File: src/design/cpp_pkg.sv
package cpp_pkg;

    // Timebase.
    localparam int unsigned CLK_HZ        = 10_000_000;
    localparam int unsigned HZ_PER_MHZ    = 1_000_000;

    // Settling delay after the supply passes the power-on level.
    localparam int unsigned POR_DELAY_MS  = 10;
    localparam int unsigned POR_DELAY_CYC = CLK_HZ / 1000 * POR_DELAY_MS;

    // Blanking time shared by the battery and current guards.
    localparam int unsigned BLANK_US      = 180;
    localparam int unsigned BLANK_CYC     = CLK_HZ / HZ_PER_MHZ * BLANK_US;

    // Longest allowed reaction to an input surge.
    localparam int unsigned OVP_RESP_NS   = 1000;
    localparam int unsigned OVP_RESP_CYC  = CLK_HZ / HZ_PER_MHZ * OVP_RESP_NS / 1000;

    // Soft-start ramp.
    localparam int unsigned SS_STEP_CYC   = 40;
    localparam int unsigned RAMP_W        = 8;
    localparam logic [7:0]  RAMP_FULL     = 8'hFF;

    // Repeated-fault counters.
    localparam int unsigned CNT_W         = 4;
    localparam logic [3:0]  CNT_LAST      = 4'hF;

    // Positions of the synchronised pin inputs.
    localparam int unsigned SYN_N         = 5;
    localparam int unsigned SYN_VIN       = 0;
    localparam int unsigned SYN_SURGE     = 1;
    localparam int unsigned SYN_HOT       = 2;
    localparam int unsigned SYN_COOL      = 3;
    localparam int unsigned SYN_EN_N      = 4;
    localparam logic [4:0]  SYN_RESET     = 5'h10;

    typedef enum logic [2:0] {
        ST_POR    = 3'h0,
        ST_HOLD   = 3'h1,
        ST_SOFT   = 3'h2,
        ST_ON     = 3'h3
    } cpp_state_t;

endpackage : cpp_pkg

File: src/design/cpp_qualify.sv
module cpp_qualify #(
    parameter int unsigned BLANK_CYC = cpp_pkg::BLANK_CYC
) (
    // Clock and reset.
    input  wire logic clk,
    input  wire logic rst,
    // Raw comparator flag from outside the clock domain.
    input  wire logic flag_raw,
    // Qualified level and one-cycle event at qualification.
    output logic      qual_r,
    output logic      event_r
);
    localparam int unsigned W = $clog2(BLANK_CYC + 1);

    logic         s1_r;
    logic         s2_r;
    logic [W-1:0] cnt_r;
    logic [W-1:0] cnt_nxt;
    logic         qual_nxt;
    logic         event_nxt;

    // The flag must stay high for the full blanking time before it counts.
    always_comb begin
        cnt_nxt   = cnt_r;
        qual_nxt  = qual_r;
        event_nxt = 1'b0;
        if (!s2_r) begin
            cnt_nxt  = '0;
            qual_nxt = 1'b0;
        end else if (cnt_r == W'(BLANK_CYC - 1)) begin
            qual_nxt  = 1'b1;
            event_nxt = !qual_r;
        end else begin
            cnt_nxt = cnt_r + 1'b1;
        end
    end

    always_ff @(posedge clk) begin
        if (rst) begin
            s1_r    <= 1'b0;
            s2_r    <= 1'b0;
            cnt_r   <= '0;
            qual_r  <= 1'b0;
            event_r <= 1'b0;
        end else begin
            s1_r    <= flag_raw;
            s2_r    <= s1_r;
            cnt_r   <= cnt_nxt;
            qual_r  <= qual_nxt;
            event_r <= event_nxt;
        end
    end
endmodule : cpp_qualify

File: src/design/cpp_protect.sv
module cpp_protect #(
    parameter int unsigned POR_DELAY_CYC = cpp_pkg::POR_DELAY_CYC,
    parameter int unsigned BLANK_CYC     = cpp_pkg::BLANK_CYC,
    parameter int unsigned SS_STEP_CYC   = cpp_pkg::SS_STEP_CYC
) (
    // Clock and reset.
    input  wire logic        clk,
    input  wire logic        rst,
    // Supply and comparator flags.
    input  wire logic        vin_above_por,
    input  wire logic        input_surge_comparator,
    input  wire logic        excess_current_comparator,
    input  wire logic        battery_high_comparator,
    input  wire logic        temp_hot,
    input  wire logic        temp_cool,
    // Host enable, active low.
    input  wire logic        enable_n,
    // Pass switch control.
    output logic             pass_switch_on,
    output logic [7:0]       ramp_level,
    // Open-drain fault line toward the host.
    output logic             fault_o,
    output logic             fault_oe_n
);
    localparam int unsigned PW = $clog2(POR_DELAY_CYC + 1);
    localparam int unsigned DW = $clog2(SS_STEP_CYC + 1);
    localparam int unsigned CW = cpp_pkg::CNT_W;
    localparam int unsigned RW = cpp_pkg::RAMP_W;

    logic [cpp_pkg::SYN_N-1:0] syn_raw;
    logic [cpp_pkg::SYN_N-1:0] syn1_r;
    logic [cpp_pkg::SYN_N-1:0] syn2_r;
    logic                      por_ok;
    logic                      surge;
    logic                      en_off;
    logic                      bov_q;
    logic                      bov_ev;
    logic                      oc_q;
    logic                      oc_ev;
    logic                      block;

    cpp_pkg::cpp_state_t state_r;
    cpp_pkg::cpp_state_t state_nxt;
    logic [PW-1:0]       por_cnt_r;
    logic [PW-1:0]       por_cnt_nxt;
    logic [DW-1:0]       ss_div_r;
    logic [DW-1:0]       ss_div_nxt;
    logic [RW-1:0]       ramp_r;
    logic [RW-1:0]       ramp_nxt;
    logic                sw_r;
    logic                sw_nxt;
    logic [CW-1:0]       bov_cnt_r;
    logic [CW-1:0]       bov_cnt_nxt;
    logic                bov_lat_r;
    logic                bov_lat_nxt;
    logic [CW-1:0]       oc_cnt_r;
    logic [CW-1:0]       oc_cnt_nxt;
    logic                oc_lat_r;
    logic                oc_lat_nxt;
    logic                hot_r;
    logic                hot_nxt;
    logic                fault_oe_n_r;
    logic                fault_oe_n_nxt;
    logic                fault_o_r;

    assign syn_raw = {enable_n, temp_cool, temp_hot, input_surge_comparator, vin_above_por};

    // Pin inputs cross into the clock domain through two flip-flops.
    always_ff @(posedge clk) begin
        if (rst) begin
            syn1_r <= cpp_pkg::SYN_RESET;
            syn2_r <= cpp_pkg::SYN_RESET;
        end else begin
            syn1_r <= syn_raw;
            syn2_r <= syn1_r;
        end
    end

    assign por_ok = syn2_r[cpp_pkg::SYN_VIN];
    assign surge  = syn2_r[cpp_pkg::SYN_SURGE];
    assign en_off = syn2_r[cpp_pkg::SYN_EN_N];

    cpp_qualify #(
        .BLANK_CYC (BLANK_CYC)
    ) u_bov_qual (
        .clk      (clk),
        .rst      (rst),
        .flag_raw (battery_high_comparator),
        .qual_r   (bov_q),
        .event_r  (bov_ev)
    );

    cpp_qualify #(
        .BLANK_CYC (BLANK_CYC)
    ) u_oc_qual (
        .clk      (clk),
        .rst      (rst),
        .flag_raw (excess_current_comparator),
        .qual_r   (oc_q),
        .event_r  (oc_ev)
    );

    // Anything but low supply that must keep the pass switch off right now.
    assign block = surge | hot_r | en_off | bov_q | oc_q | bov_lat_r | oc_lat_r;

    always_comb begin
        state_nxt      = state_r;
        por_cnt_nxt    = por_cnt_r;
        ss_div_nxt     = ss_div_r;
        ramp_nxt       = ramp_r;
        bov_cnt_nxt    = bov_cnt_r;
        bov_lat_nxt    = bov_lat_r;
        oc_cnt_nxt     = oc_cnt_r;
        oc_lat_nxt     = oc_lat_r;
        hot_nxt        = hot_r;
        if (syn2_r[cpp_pkg::SYN_HOT]) begin
            hot_nxt = 1'b1;
        end else if (syn2_r[cpp_pkg::SYN_COOL]) begin
            hot_nxt = 1'b0;
        end
        if (bov_ev) begin
            if (bov_cnt_r == cpp_pkg::CNT_LAST) begin
                bov_lat_nxt = 1'b1;
            end else begin
                bov_cnt_nxt = bov_cnt_r + 1'b1;
            end
        end
        if (en_off) begin
            oc_cnt_nxt = '0;
            oc_lat_nxt = 1'b0;
        end else if (oc_ev) begin
            if (oc_cnt_r == cpp_pkg::CNT_LAST) begin
                oc_lat_nxt = 1'b1;
            end else begin
                oc_cnt_nxt = oc_cnt_r + 1'b1;
            end
        end
        case (state_r)
            cpp_pkg::ST_POR: begin
                ramp_nxt    = '0;
                bov_cnt_nxt = '0;
                bov_lat_nxt = 1'b0;
                oc_cnt_nxt  = '0;
                oc_lat_nxt  = 1'b0;
                if (!por_ok) begin
                    por_cnt_nxt = '0;
                end else if (por_cnt_r == PW'(POR_DELAY_CYC - 1)) begin
                    por_cnt_nxt = '0;
                    state_nxt   = cpp_pkg::ST_HOLD;
                end else begin
                    por_cnt_nxt = por_cnt_r + 1'b1;
                end
            end
            cpp_pkg::ST_HOLD: begin
                ramp_nxt   = '0;
                ss_div_nxt = '0;
                if (!block) begin
                    state_nxt = cpp_pkg::ST_SOFT;
                end
            end
            cpp_pkg::ST_SOFT: begin
                if (ss_div_r == DW'(SS_STEP_CYC - 1)) begin
                    ss_div_nxt = '0;
                    ramp_nxt   = ramp_r + 1'b1;
                    if (ramp_r == cpp_pkg::RAMP_FULL - 8'h01) begin
                        state_nxt = cpp_pkg::ST_ON;
                    end
                end else begin
                    ss_div_nxt = ss_div_r + 1'b1;
                end
            end
            cpp_pkg::ST_ON: begin
                ramp_nxt = cpp_pkg::RAMP_FULL;
            end
            default: begin
                state_nxt = cpp_pkg::ST_POR;
            end
        endcase
        if (state_r != cpp_pkg::ST_POR && block) begin
            state_nxt = cpp_pkg::ST_HOLD;
            ramp_nxt  = '0;
        end
        if (!por_ok) begin
            state_nxt = cpp_pkg::ST_POR;
            ramp_nxt  = '0;
        end
        sw_nxt = (state_nxt == cpp_pkg::ST_SOFT) || (state_nxt == cpp_pkg::ST_ON);
        fault_oe_n_nxt = !(por_ok && (surge | hot_r | bov_q | oc_q | bov_lat_r | oc_lat_r));
    end

    always_ff @(posedge clk) begin
        if (rst) begin
            state_r      <= cpp_pkg::ST_POR;
            por_cnt_r    <= '0;
            ss_div_r     <= '0;
            ramp_r       <= '0;
            sw_r         <= 1'b0;
            bov_cnt_r    <= '0;
            bov_lat_r    <= 1'b0;
            oc_cnt_r     <= '0;
            oc_lat_r     <= 1'b0;
            hot_r        <= 1'b0;
            fault_oe_n_r <= 1'b1;
            fault_o_r    <= 1'b0;
        end else begin
            state_r      <= state_nxt;
            por_cnt_r    <= por_cnt_nxt;
            ss_div_r     <= ss_div_nxt;
            ramp_r       <= ramp_nxt;
            sw_r         <= sw_nxt;
            bov_cnt_r    <= bov_cnt_nxt;
            bov_lat_r    <= bov_lat_nxt;
            oc_cnt_r     <= oc_cnt_nxt;
            oc_lat_r     <= oc_lat_nxt;
            hot_r        <= hot_nxt;
            fault_oe_n_r <= fault_oe_n_nxt;
            fault_o_r    <= 1'b0;
        end
    end

    assign pass_switch_on = sw_r;
    assign ramp_level     = ramp_r;
    assign fault_o        = fault_o_r;
    assign fault_oe_n     = fault_oe_n_r;
endmodule : cpp_protect

File: config.mk
export PLATFORM = sky130hd
export DESIGN_NAME = cpp_protect
export DESIGN_NICKNAME = d
export VERILOG_FILES = /design/src/design/cpp_pkg.sv /design/src/design/cpp_qualify.sv /design/src/design/cpp_protect.sv
export SDC_FILE = /design/constraint.sdc
export NUM_CORES = 1
export LEC_CHECK = 0
export BUFFER_PORTS_ARGS = -buffer_cell sky130_fd_sc_hd__buf_2
export CAP_MARGIN = 20
export CORE_MARGIN = 5
export CORE_UTILIZATION = 54
export DETAILED_ROUTE_END_ITERATION = 6
export MAX_ROUTING_LAYER = met4
export PLACE_DENSITY = 0.79
export SYNTH_ARGS = -nofsm -noshare
export SYNTH_HDL_FRONTEND = slang
export SYNTH_SLANG_ARGS = --single-unit
File: constraint.sdc
create_clock -name clk -period 1.7 [get_ports clk]
set_input_delay 0.34 -clock clk [delete_from_list [all_inputs] [get_ports clk]]
set_output_delay 0.34 -clock clk [all_outputs]
set_load 0.05 [all_outputs]
Word-level counts from Yosys, hierarchy flattened:

Index checks and enable logic that the tools add are counted.
Widths: inputs -> output; s select.

* muxes and demuxes: 15
* reduce and logical (&&, ||, !) cells: 24
* eq/ne operators: 13
* bitwise operators: 17
* add/subtract/negate cells: 7

Operators by type and width (count)
* $mux 17: 2
* $pmux 8 s3: 1
* $add 11x1->11 const B: 2
* $eq 11x11->1 const B: 2
* $mux 3: 6
* $add 17x1->17 const B: 1
* $eq 17x17->1 const B: 1
* $eq 3x2->1 const B: 4
* $pmux 3 s4: 1
* $pmux 6 s2: 1
* $reduce_or 3->1: 4
* $or 1x1->1: 10
* $reduce_and 2->1: 5
* $add 4x1->4 const B: 2
* $add 8x1->8 const B: 1
* $eq 4x4->1 const B: 2
* $eq 8x8->1 const B: 1
* $mux 8: 1
* $reduce_or 2->1: 4
* $not 1->1: 7
* $add 6x1->6 const B: 1
* $eq 6x6->1 const B: 1
* $mux 6: 1
* $reduce_bool 3->1: 2
* other kinds (8): 13

* output and inout port bits: 11
* word-level logic and storage cells: 99
* input port bits: 9
* register bits after elaboration: 87

Depth between registers and ports, before layout:

Gate-level depths: netlist (run 1).

* depth after elaboration: 12
* mapped depth: 7
* gate-level depth less buffers: 6

Hierarchy:

Synthesis (run 1) repeated with hierarchy kept, for this count alone.

* cells, all modules: 438
* area, all modules: 3911.3 µm²

By module, submodules not included
* cpp_protect: seq. area each 1141.1 µm², area an instance 2615.0 µm², instances 1, cells each 300
* cpp_qualify: seq. area each 300.3 µm², area an instance 648.1 µm², instances 2, cells each 69

Worst setup path after synthesis (run 1):

Ideal clock, no wire load.

* path type: flip-flop to flip-flop
* start: reg ramp_r[1], in the netlist ramp_level[1]
* end: reg ramp_r[6], in the netlist ramp_level[6]
* path buffers: 0
* stages on the path, launching flop included: 7
* clock period less this slack: 1.764 ns
* setup time: 0.076 ns
* data required time: 1.624 ns
* setup slack: -0.064 ns
* arrival: 1.688 ns
* path through: dfxtp_1 -> ha_1 -> nand3_1 -> or2_2 -> nor2_1 -> o21ai_0 -> a31oi_1

* cells in the longest elaborated chain, start to end: 3

RTL lines
* start: declaration: RTL line cpp_protect.sv:48 `logic [RW-1:0] ramp_r;`
* start signal: assignment: RTL line cpp_protect.sv:209 `ramp_r <= ramp_nxt;`
* $add 8x1->8: RTL line cpp_protect.sv:164 `ramp_nxt = ramp_r + 1'b1;`
* $mux 8: RTL line cpp_protect.sv:162 `if (ss_div_r == DW'(SS_STEP_CYC - 1)) begin`
* $pmux 8 s3: RTL line cpp_protect.sv:138 `case (state_r)`

Every way passes these cells. The select of a mux whose other input is x is not followed.
A chain may end at the register's enable or synchronous reset.

Worst setup path in the final report (run 1):

* start: reg por_cnt_r[12]
* end: reg por_cnt_r[7]

* cells in the longest elaborated chain, start to end: 3

RTL lines
* start: declaration: RTL line cpp_protect.sv:44 `logic [PW-1:0] por_cnt_r;`
* start signal: assignment: RTL line cpp_protect.sv:207 `por_cnt_r <= por_cnt_nxt;`
* $eq 17x17->1: RTL line cpp_protect.sv:147 `end else if (por_cnt_r == PW'(POR_DELAY_CYC - 1)) begin`
* $mux 17: RTL line cpp_protect.sv:147
* $mux 17: RTL line cpp_protect.sv:145 `if (!por_ok) begin`

Every way passes these cells.

==> results of run 1 <==
layout make-up:
type	instances	area, um^2
clock buffer	11	151
clock inverter	5	41.3
sequential	87	1750
inverter	6	22.5
fill	521	2130
multi-input combinational	323	2100
tap	96	120
timing repair buffer	70	514
sequential cells by signal, summed over array words and instances (netlist names), 3 cells and up:
name	cells
ramp_level	8
syn1_r	5
por_cnt_r	17
bov_cnt_r	4
ss_div_r	6
u_bov_qual.cnt_r	11
oc_cnt_r	4
u_oc_qual.cnt_r	11
syn2_r	5
state_r	3
synth_stat cells (all sizes together) (3+ instances only):
cell,instances,area [um^2]
nor4b,4,35.0
nand4b,3,26.3
inv,6,22.5
and2,3,18.8
or3,7,45.1
and3,11,70.1
nand2b,5,31.3
nor2b,16,100
a31oi,7,43.8
nor3,8,51.3
xor2,22,193
buf,7,53.8
clkbuf,8,50.1
or2,5,31.3
dfxtp,87,1740
ha,8,100
and4,4,37.5
nand3,21,105
nand4,11,68.8
a21oi,27,135
nor4,3,25.0
o21ai,19,95.1
a41oi,5,43.8
xnor2,8,70.1
nor2,62,235
or4b,4,43.8
nand2,37,139
cells in the final DEF, fill, tap and decap left out, types with 15 or more instances in the layout:
cell | Yosys | final
a21oi_1 | 27 | 27
buf_2 | 1 | 18
buf_4 | 1 | 49
dfxtp_1 | 87 | 81
nand2_1 | 37 | 37
nand3_1 | 21 | 21
nor2_1 | 61 | 51
nor2b_1 | 16 | 16
o21ai_0 | 15 | 15
xor2_1 | 22 | 22
logic make-up (layout without fill, tap and decap cells):
family,Yosys count,count (layout),share of synthesized area [%]
AOI/OAI and AO/OA,72,72,11.8
xor gates and xnor gates,30,30,6.90
adders and majority gates,8,8,2.63
buffers and inverters,21,92,3.32
DFF,87,87,45.8
muxes,2,2,0.526
other,1,2,0.0985
and+or+nand+nor,209,209,29.0
critical path, delay by kind of cell, from the launching register on:
family	cells	cell delay (ns)
compound gates	2	0.30
buf+inv	1	0.17
flops	1	0.33
simple gates	2	0.90
power groups by stage:
stage / logic, mW / clock network, mW / registers, mW
5_1_grt: 0.164 / 1.48 / 2.07
4_1_cts: 0.123 / 1.41 / 2.07
3_5_place_dp: 0.122 / 0 / 2.11
2_1_floorplan: 0.0833 / 0 / 2.11
6_report: 0.149 / 1.37 / 2.07
3_3_place_gp: 0.119 / 0 / 2.11
per-layer routing:
| layer | vias to the layer above | routed length [um] | global-route usage (%) |
|---|---|---|---|
| li1 | 1652 | - | - |
| met1 | 1521 | 3530 | 22.3 |
| met4 | 0 | 116 | 6.86 |
| met5 | - | 0 | - |
| met2 | 46 | 3730 | 29.9 |
| met3 | 11 | 234 | 3.77 |
timing repair:
item / in CTS / in global routing
pin swaps: 2 / 13
endpoints found under the hold margin: 0 / 0
resized for setup: 3 / 35
gates cloned: 0 / 1
setup endpoints to repair: 26 / 30
setup buffers: 2 / 3
worst max-delay path by stage:
stage,start,end,cells past startpoint
global placement,por_cnt_r[13],por_cnt_r[15],6
detailed placement,por_cnt_r[13],por_cnt_r[15],6
global route,por_cnt_r[12],por_cnt_r[7],5
floorplan,por_cnt_r[12],por_cnt_r[15],5
CTS,por_cnt_r[12],por_cnt_r[15],6
finish,por_cnt_r[12],por_cnt_r[7],5
metrics by stage:
step,instances,power [mW]
floorplan,431,2.20
global placement,576,2.23
detailed placement,576,2.24
CTS,594,3.60
global route,598,3.72
finish,598,3.59
==> run_results.csv, run 1 <==
group,metric,value,unit
status,status,"finished, violations left",
status,violations,"negative setup slack",
final_layout,utilization,68.8,%
drt,wl_per_cell,12.7,um
clocking,hold_buffers,0,
final_layout,layout-drive-gt1-share,25.7,%
drt,remaining_drc_errors,0,
sta,layout_setup_ws,-0.100,ns
power,seqPwrFrac,57.6,%
die,die_w,94.0,um
yosys,synth_warnings,0,
sta,min_period,1.80,ns
drt,drt_pass1_iterations,4,
critical_path,required,1.94,ns
sta,clock_skew,0.0144,ns
global_route,track_usage,18.3,%
yosys,ys.flop_type,"dfxtp_1",
critical_path,ff2ff_setup_slack,-0.10,ns
yosys,avgSynthCellArea,8.85,um^2
global_route,grt_pass1_wl,12.8,mm
yosys,ys_seq_area_share,45.8,%
placement,gp_congestion,0.830,
yosys,netlist_instances,430,
drt,first_iter_violations,156,
yosys,ys_types,56,
clocking,numCtsBuffers,9,
placement,dp_slack,-0.0418,ns
worst_hold_path,whs_path_depth,2,
die,dieArea,8830,um^2
power,combPwrFrac,4.1,%
sta,fmax,555,MHz
final_layout,postLayoutCellArea,4700,um^2
die,fp-row-count,30,
power,powerDensity,763,nW/um^2
drt,dr_total_vias,3230,
clocking,clock_path_buffers,2,
sta,setup_viol,16,
critical_path,worstSetupPathType,"reg2reg",
critical_path,worst-r2r-cell-count,5,
worst_hold_path,worstHoldEndpoint,"syn1_r[4]",
placement,postPlaceCellArea,4290,um^2
final_layout,fin_nets,514,
die,core,6830,um^2
power,p_leak,1.77,nW
placement,hpwl,5.21,mm
global_route,grt_max_degree,21,
critical_path,cp_max_fo,6,
yosys,synth-async-reset-ratio,0,%
drt,viasPerCell,5.40,
critical_path,r2r-start,"por_cnt_r[12]",
worst_hold_path,hp-class,"in2reg",
clocking,htree_levels,3,
clocking,clk_pin_slew,0.09,ns
critical_path,critPathCaptureType,"flip-flop",
sta,slew_viol_final,0,
sta,finalSetupTns,-1.21,ns
global_route,grt_antenna_before_repair,0,
sta,rsz0062_at_grt,"yes",
sta,final_hold_viol_count,0,
clocking,clock-sinks,87,
critical_path,cp_slowest_cell,"or4b_4",
die,start_util,55.7,%
power,p_sw,0.847,mW
yosys,synth-edff-count,0,
critical_path,crit_chain,"or4b_4, nor4_4, o21a_2, clkbuf_16, a21oi_1",
global_route,grt-ovfl-total,0,
yosys,ys_seq_elements,87,
final_layout,syn2layout_area_growth,23.6,%
final_layout,antenna_cells,0,
critical_path,crit_arrival,2.04,ns
die,ioPinCount,20,
global_route,grt_pass1_vias,2985,
power,clkPwrFrac,38.3,%
drt,drt-total-wl,7.62,mm
power,swShare,23.6,%
placement,port_buffers,18,
yosys,syn_area,3810,um^2
clocking,cts-root-buf,"clkbuf_8",
worst_hold_path,hp-start,"enable_n",
critical_path,crit_path_max_incr_delay,0.57,ns
clocking,insertion_delay,0.35,ns
drt,ant_nets,0,
sta,finalCritPeriodShare,106,%
run,max_cap_viol_count,0,
power,vdd_drop_max,0.570,mV
sta,fin_hold_ws,0.188,ns
critical_path,reg2reg_to,"por_cnt_r[7]",
power,internal_power,2.74,mW
critical_path,worst_setup_path_start_kind,"flip-flop",
die,chipHeight,94.0,um
clocking,cts_tree,"built",
No activity file was read; power rests on OpenSTA's default activity.
==> inputs of run 2 (changes only) <==
- GPL_TIMING_DRIVEN: default -> 0
==> run 2 against run 1 <==
  * The run still ends with negative setup slack left
  * Power increased by 3.9%
  * Clock skew rose by 0.0012 ns
  * First-iteration DRC count fell by 17%
  * Setup slack got worse by 0.017 ns
  * Largest cell class unchanged
  * Largest power group unchanged
  * Highest routed layer unchanged
==> run_results.csv, run 2 (same netlist as run 1, synthesis figures left out) <==
group,metric,value,unit
sta,rsz0062_at_grt,"yes",
sta,layout_setup_ws,-0.117,ns
final_layout,syn2layout_area_growth,20.1,%
drt,viasPerCell,5.52,
final_layout,final-seq-area,1780,um^2
drt,first_iter_violations,129,
placement,port_buffers,18,
die,start_util,55.7,%
sta,fin_hold_ws,0.179,ns
power,swShare,23.5,%
clocking,insertion_delay,0.36,ns
status,status,"finished, violations left",
die,fp-row-count,30,
worst_hold_path,hp-start,"enable_n",
power,powerDensity,816,nW/um^2
clocking,clock_path_buffers,2,
placement,hpwl,4.97,mm
global_route,grt_antenna_before_repair,0,
die,chipHeight,94.0,um
global_route,grt_pass1_wl,13.1,mm
power,p_leak,1.65,nW
power,vdd_drop_max,0.439,mV
sta,finalCritPeriodShare,107,%
critical_path,ff2ff_setup_slack,-0.12,ns
clocking,numCtsBuffers,9,
power,clkPwrFrac,40.9,%
final_layout,multi_input_area,2110,um^2
placement,postPlaceCellArea,4030,um^2
final_layout,largest_reg_flops,17,
drt,dr_total_vias,3184,
sta,fmax,550,MHz
critical_path,required,1.97,ns
critical_path,cp_max_fo,3,
sta,setup_viol,16,
die,die_w,94.0,um
worst_hold_path,hp-class,"in2reg",
clocking,clock-sinks,87,
status,violations,"negative setup slack",
final_layout,postLayoutCellArea,4570,um^2
clocking,clk_pin_slew,0.09,ns
final_layout,fin_nets,493,
drt,ant_nets,0,
power,p_sw,0.877,mW
power,power,3.73,mW
final_layout,layout-drive-gt1-share,25.6,%
clocking,cts-root-buf,"clkbuf_8",
final_layout,reg_top3,"por_cnt_r: 17 flops, u_bov_qual.cnt_r: 11 flops, u_oc_qual.cnt_r: 11 flops",
die,ioPinCount,20,
sta,min_period,1.82,ns
power,internal_power,2.85,mW
final_layout,largest-register,"por_cnt_r",
critical_path,crit_arrival,2.09,ns
power,combPwrFrac,3.8,%
clocking,htree_levels,3,
critical_path,r2r-start,"por_cnt_r[12]",
run,max_cap_viol_count,0,
global_route,grt-ovfl-total,0,
sta,final_hold_viol_count,0,
final_layout,antenna_cells,0,
final_layout,utilization,66.9,%
drt,drt_pass1_iterations,4,
critical_path,critPathCaptureType,"flip-flop",
power,seqPwrFrac,55.3,%
critical_path,crit_start,"por_cnt_r[12]",
clocking,cts_tree,"built",
sta,slew_viol_final,0,
critical_path,worst_setup_path_start_kind,"flip-flop",
die,core,6830,um^2
final_layout,final_cell_mix,"dfxtp_1 (68), nor2_1 (55), nand2_1 (36), a21oi_1 (25), xor2_1 (22)",
drt,remaining_drc_errors,0,
final_layout,final_common_cell,"dfxtp_1",
drt,drt-total-wl,7.77,mm
final_layout,fillCellCount,543,
drt,wl_per_cell,13.5,um
critical_path,worstSetupPathType,"reg2reg",
die,dieArea,8830,um^2
global_route,track_usage,19.0,%
global_route,grt_max_degree,17,
placement,gp_congestion,0.830,
sta,clock_skew,0.0156,ns
global_route,grt_pass1_vias,2997,
run 2: changes by cell type in the layout (fill, tap and decap cells not counted), moves of 6 or more:
cell / previous run / this run
buf_4: 49 / 15
dfxtp_1: 81 / 68
dfxtp_2: 6 / 15
nor2_4: 8 / 2
run 2: power groups by stage:
stage	Combinational (mW)	Clock, mW	Sequential [mW]
after floorplan	0.0833	0	2.11
after global placement	0.111	0	2.11
after detailed placement	0.114	0	2.12
after CTS	0.137	1.55	2.07
after global routing	0.155	1.64	2.07
final	0.142	1.53	2.06
run 2: final cells by class:
class                           instances  share of cell area, %
Multi-Input combinational cell        323                   46.3
Sequential cell                        87                   38.8
Timing Repair Buffer                   35                   4.87
Clock buffer                           10                   3.01
Tap cell                               96                   2.63
Buffer                                 14                   2.30
Clock inverter                          6                   1.61
Inverter                                6                  0.493
run 2: metrics by stage:
stage	setup TNS, ns	setup WS [ns]	instances
final	-1.40	-0.117	577
after CTS	-0.489	-0.0860	571
after global routing	-2.84	-0.235	577
after floorplan	0	0.00938	431
after detailed placement	-4.93	-0.337	545
after global placement	-3.64	-0.204	545
run 2: what timing repair did:
item | in CTS | in global routing
resized for setup | 37 | 34
buffers inserted | 10 | 5
endpoints found under the setup margin | 32 | 35
gates cloned | 1 | 1
hold buffers | 0 | 0
pin swaps | 21 | 12
run 2: final timing paths:
kind | end | cells past startpoint
hold / removal | syn1_r[4] | 2
setup / recovery | state_r[0] | 6
setup reg to reg | state_r[0] | 6
hold reg to reg | syn2_r[4] | 1
run 2: metal layers:
metal / GRT usage [%] / part of all wire (%) / vias up
li1: - / - / 1605
met1: 22.9 / 46 / 1521
met2: 31.6 / 49 / 41
met3: 3.69 / 2.7 / 17
met4: 7.34 / 1.9 / 0
met5: - / 0 / -
run 2: critical path, stage by stage (launching register included):
cell,delay (ns)
dfxtp_4,0.36
or4b_4,0.54
buf_4,0.16
nor4_4,0.25
buf_4,0.17
nand2_2,0.05
a221oi_2,0.22
==> inputs of run 3 (changes only) <==
- CORE_UTILIZATION: 54 -> 55
- PLACE_DENSITY: 0.79 -> 0.77
- clock period: 1.7 -> 2 ns (I/O delays scaled with it)
==> run 3 against run 2 <==
  * The flow now finishes without violations
  * Critical path depth rose by 1
  * Flip-flop and latch count is the same
  * Non-clock buffer count down 15
  * Clock-buffer cell count is the same
  * Setup slack improved by 0.16 ns
  * Critical endpoint is now por_cnt_r[7]
==> run_results.csv, run 3 (same netlist as run 1, synthesis figures left out) <==
group,metric,value,unit
power,powerDensity,723,nW/um^2
die,core,6760,um^2
global_route,grt_pass1_wl,12.3,mm
drt,drt-total-wl,7.12,mm
run,max_cap_viol_count,0,
die,die_w,93.2,um
status,status,"completed",
die,chipHeight,93.2,um
die,dieArea,8680,um^2
drt,dr_total_vias,3052,
global_route,grt_pass1_vias,2792,
clocking,clock-sinks,87,
sta,worstMarginPinSlew,0.645,ns
final_layout,final_cell_mix,"dfxtp_1 (87), nor2_1 (61), nand2_1 (37), a21oi_1 (27), xor2_1 (22)",
sta,min_period,1.96,ns
clocking,cts_tree,"built",
final_layout,final_common_cell,"dfxtp_1",
drt,drt_pass1_iterations,5,
sta,layout_setup_ws,0.0442,ns
sta,slew_headroom,56.4,%
sta,final_hold_viol_count,0,
clocking,htree_levels,3,
placement,hpwl,5.01,mm
sta,slew_viol_final,0,
placement,port_buffers,18,
final_layout,utilization,62.2,%
worst_hold_path,hp-class,"in2reg",
critical_path,crit_arrival,2.20,ns
critical_path,critPathCaptureType,"flip-flop",
drt,first_iter_violations,118,
drt,ant_nets,0,
placement,gp_congestion,0.788,
global_route,grt-ovfl-total,0,
sta,fmax,511,MHz
global_route,track_usage,18.0,%
final_layout,largest-register,"por_cnt_r",
final_layout,syn2layout_area_growth,10.5,%
clocking,numCtsBuffers,9,
sta,clock_skew,0.00681,ns
die,start_util,56.3,%
drt,wl_per_cell,13.1,um
sta,setup_viol,0,
sta,finalCritPeriodShare,97.8,%
final_layout,fin_nets,478,
drt,viasPerCell,5.60,
critical_path,worst_setup_path_start_kind,"flip-flop",
power,power,3.04,mW
final_layout,antenna_cells,0,
clocking,clock_path_buffers,2,
final_layout,largest_reg_flops,17,
placement,dp_slack,0.000567,ns
critical_path,required,2.24,ns
clocking,insertion_delay,0.35,ns
die,fp-row-count,30,
final_layout,reg_top3,"por_cnt_r: 17 flops, u_bov_qual.cnt_r: 11 flops, u_oc_qual.cnt_r: 11 flops",
critical_path,worstSetupPathType,"reg2reg",
die,ioPinCount,20,
clocking,clk_pin_slew,0.08,ns
global_route,grt_antenna_before_repair,0,
critical_path,cp_max_fo,9,
power,p_leak,1.51,nW
clocking,cts-root-buf,"clkbuf_8",
drt,remaining_drc_errors,0,
power,vdd_drop_max,0.479,mV
final_layout,layout-drive-gt1-share,12.5,%
global_route,grt_max_degree,15,
sta,fin_hold_ws,0.239,ns
run 3: layout make-up:
type / count / area [um^2]
fillers: 582 / 2550
multi-input cells: 323 / 1950
flip-flops and latches: 87 / 1740
clock buffers: 10 / 128
repair buffers: 20 / 105
plain buffers: 14 / 100
well taps: 80 / 100
clock inverters: 5 / 58.8
inverters: 6 / 22.5
run 3: worst paths after layout:
| path | cells after the start | from | slack, ns | endpoint |
|---|---|---|---|---|
| max | 7 | por_cnt_r[5] | 0.04 | por_cnt_r[7] |
| max reg2reg | 7 | por_cnt_r[5] | 0.04 | por_cnt_r[7] |
| min reg2reg | 1 | syn1_r[4] | 0.42 | syn2_r[4] |
| min | 2 | enable_n | 0.24 | syn1_r[4] |
run 3: report_power, final:
part	switching, mW	total, mW	internal [mW]
Combinational	0.0576	0.0991	0.0415
Clock	0.612	1.19	0.573
Sequential	0.00929	1.76	1.75
Total	0.679	3.04	2.36
run 3: repair_timing:
| item | 4_1_cts | 5_1_grt |
|---|---|---|
| resized for setup | 0 | 2 |
| hold buffers | 0 | 0 |
| pin swaps | 0 | 1 |
| setup endpoints to repair | 1 | 22 |
| buffers inserted | 0 | 2 |
run 3: stage by stage:
step | cell area [um^2] | TNS [ns] | std cells
2_1_floorplan | 3810 | 0 | 431
3_3_place_gp | 4000 | 0 | 529
3_5_place_dp | 4000 | 0 | 529
4_1_cts | 4180 | 0 | 543
5_1_grt | 4210 | -0.0301 | 545
6_report | 4210 | 0 | 545
run 3: routing by layer:
layer / wire length [um] / GRT usage [%] / up-vias
met1: 3420 / 22.9 / 1428
met5: 0 / - / -
met4: 68 / 8.18 / 0
li1: - / - / 1572
met2: 3410 / 27.6 / 46
met3: 219 / 3.70 / 6
run 3: worst max-delay path, stage by stage (launching register included):
cell and delay (ns):
dfxtp_1 0.31, buf_6 0.13, or4b_4 0.56, o41ai_4 0.42, buf_4 0.20, nor2_1 0.04, o21ai_1 0.11, a21oi_1 0.07
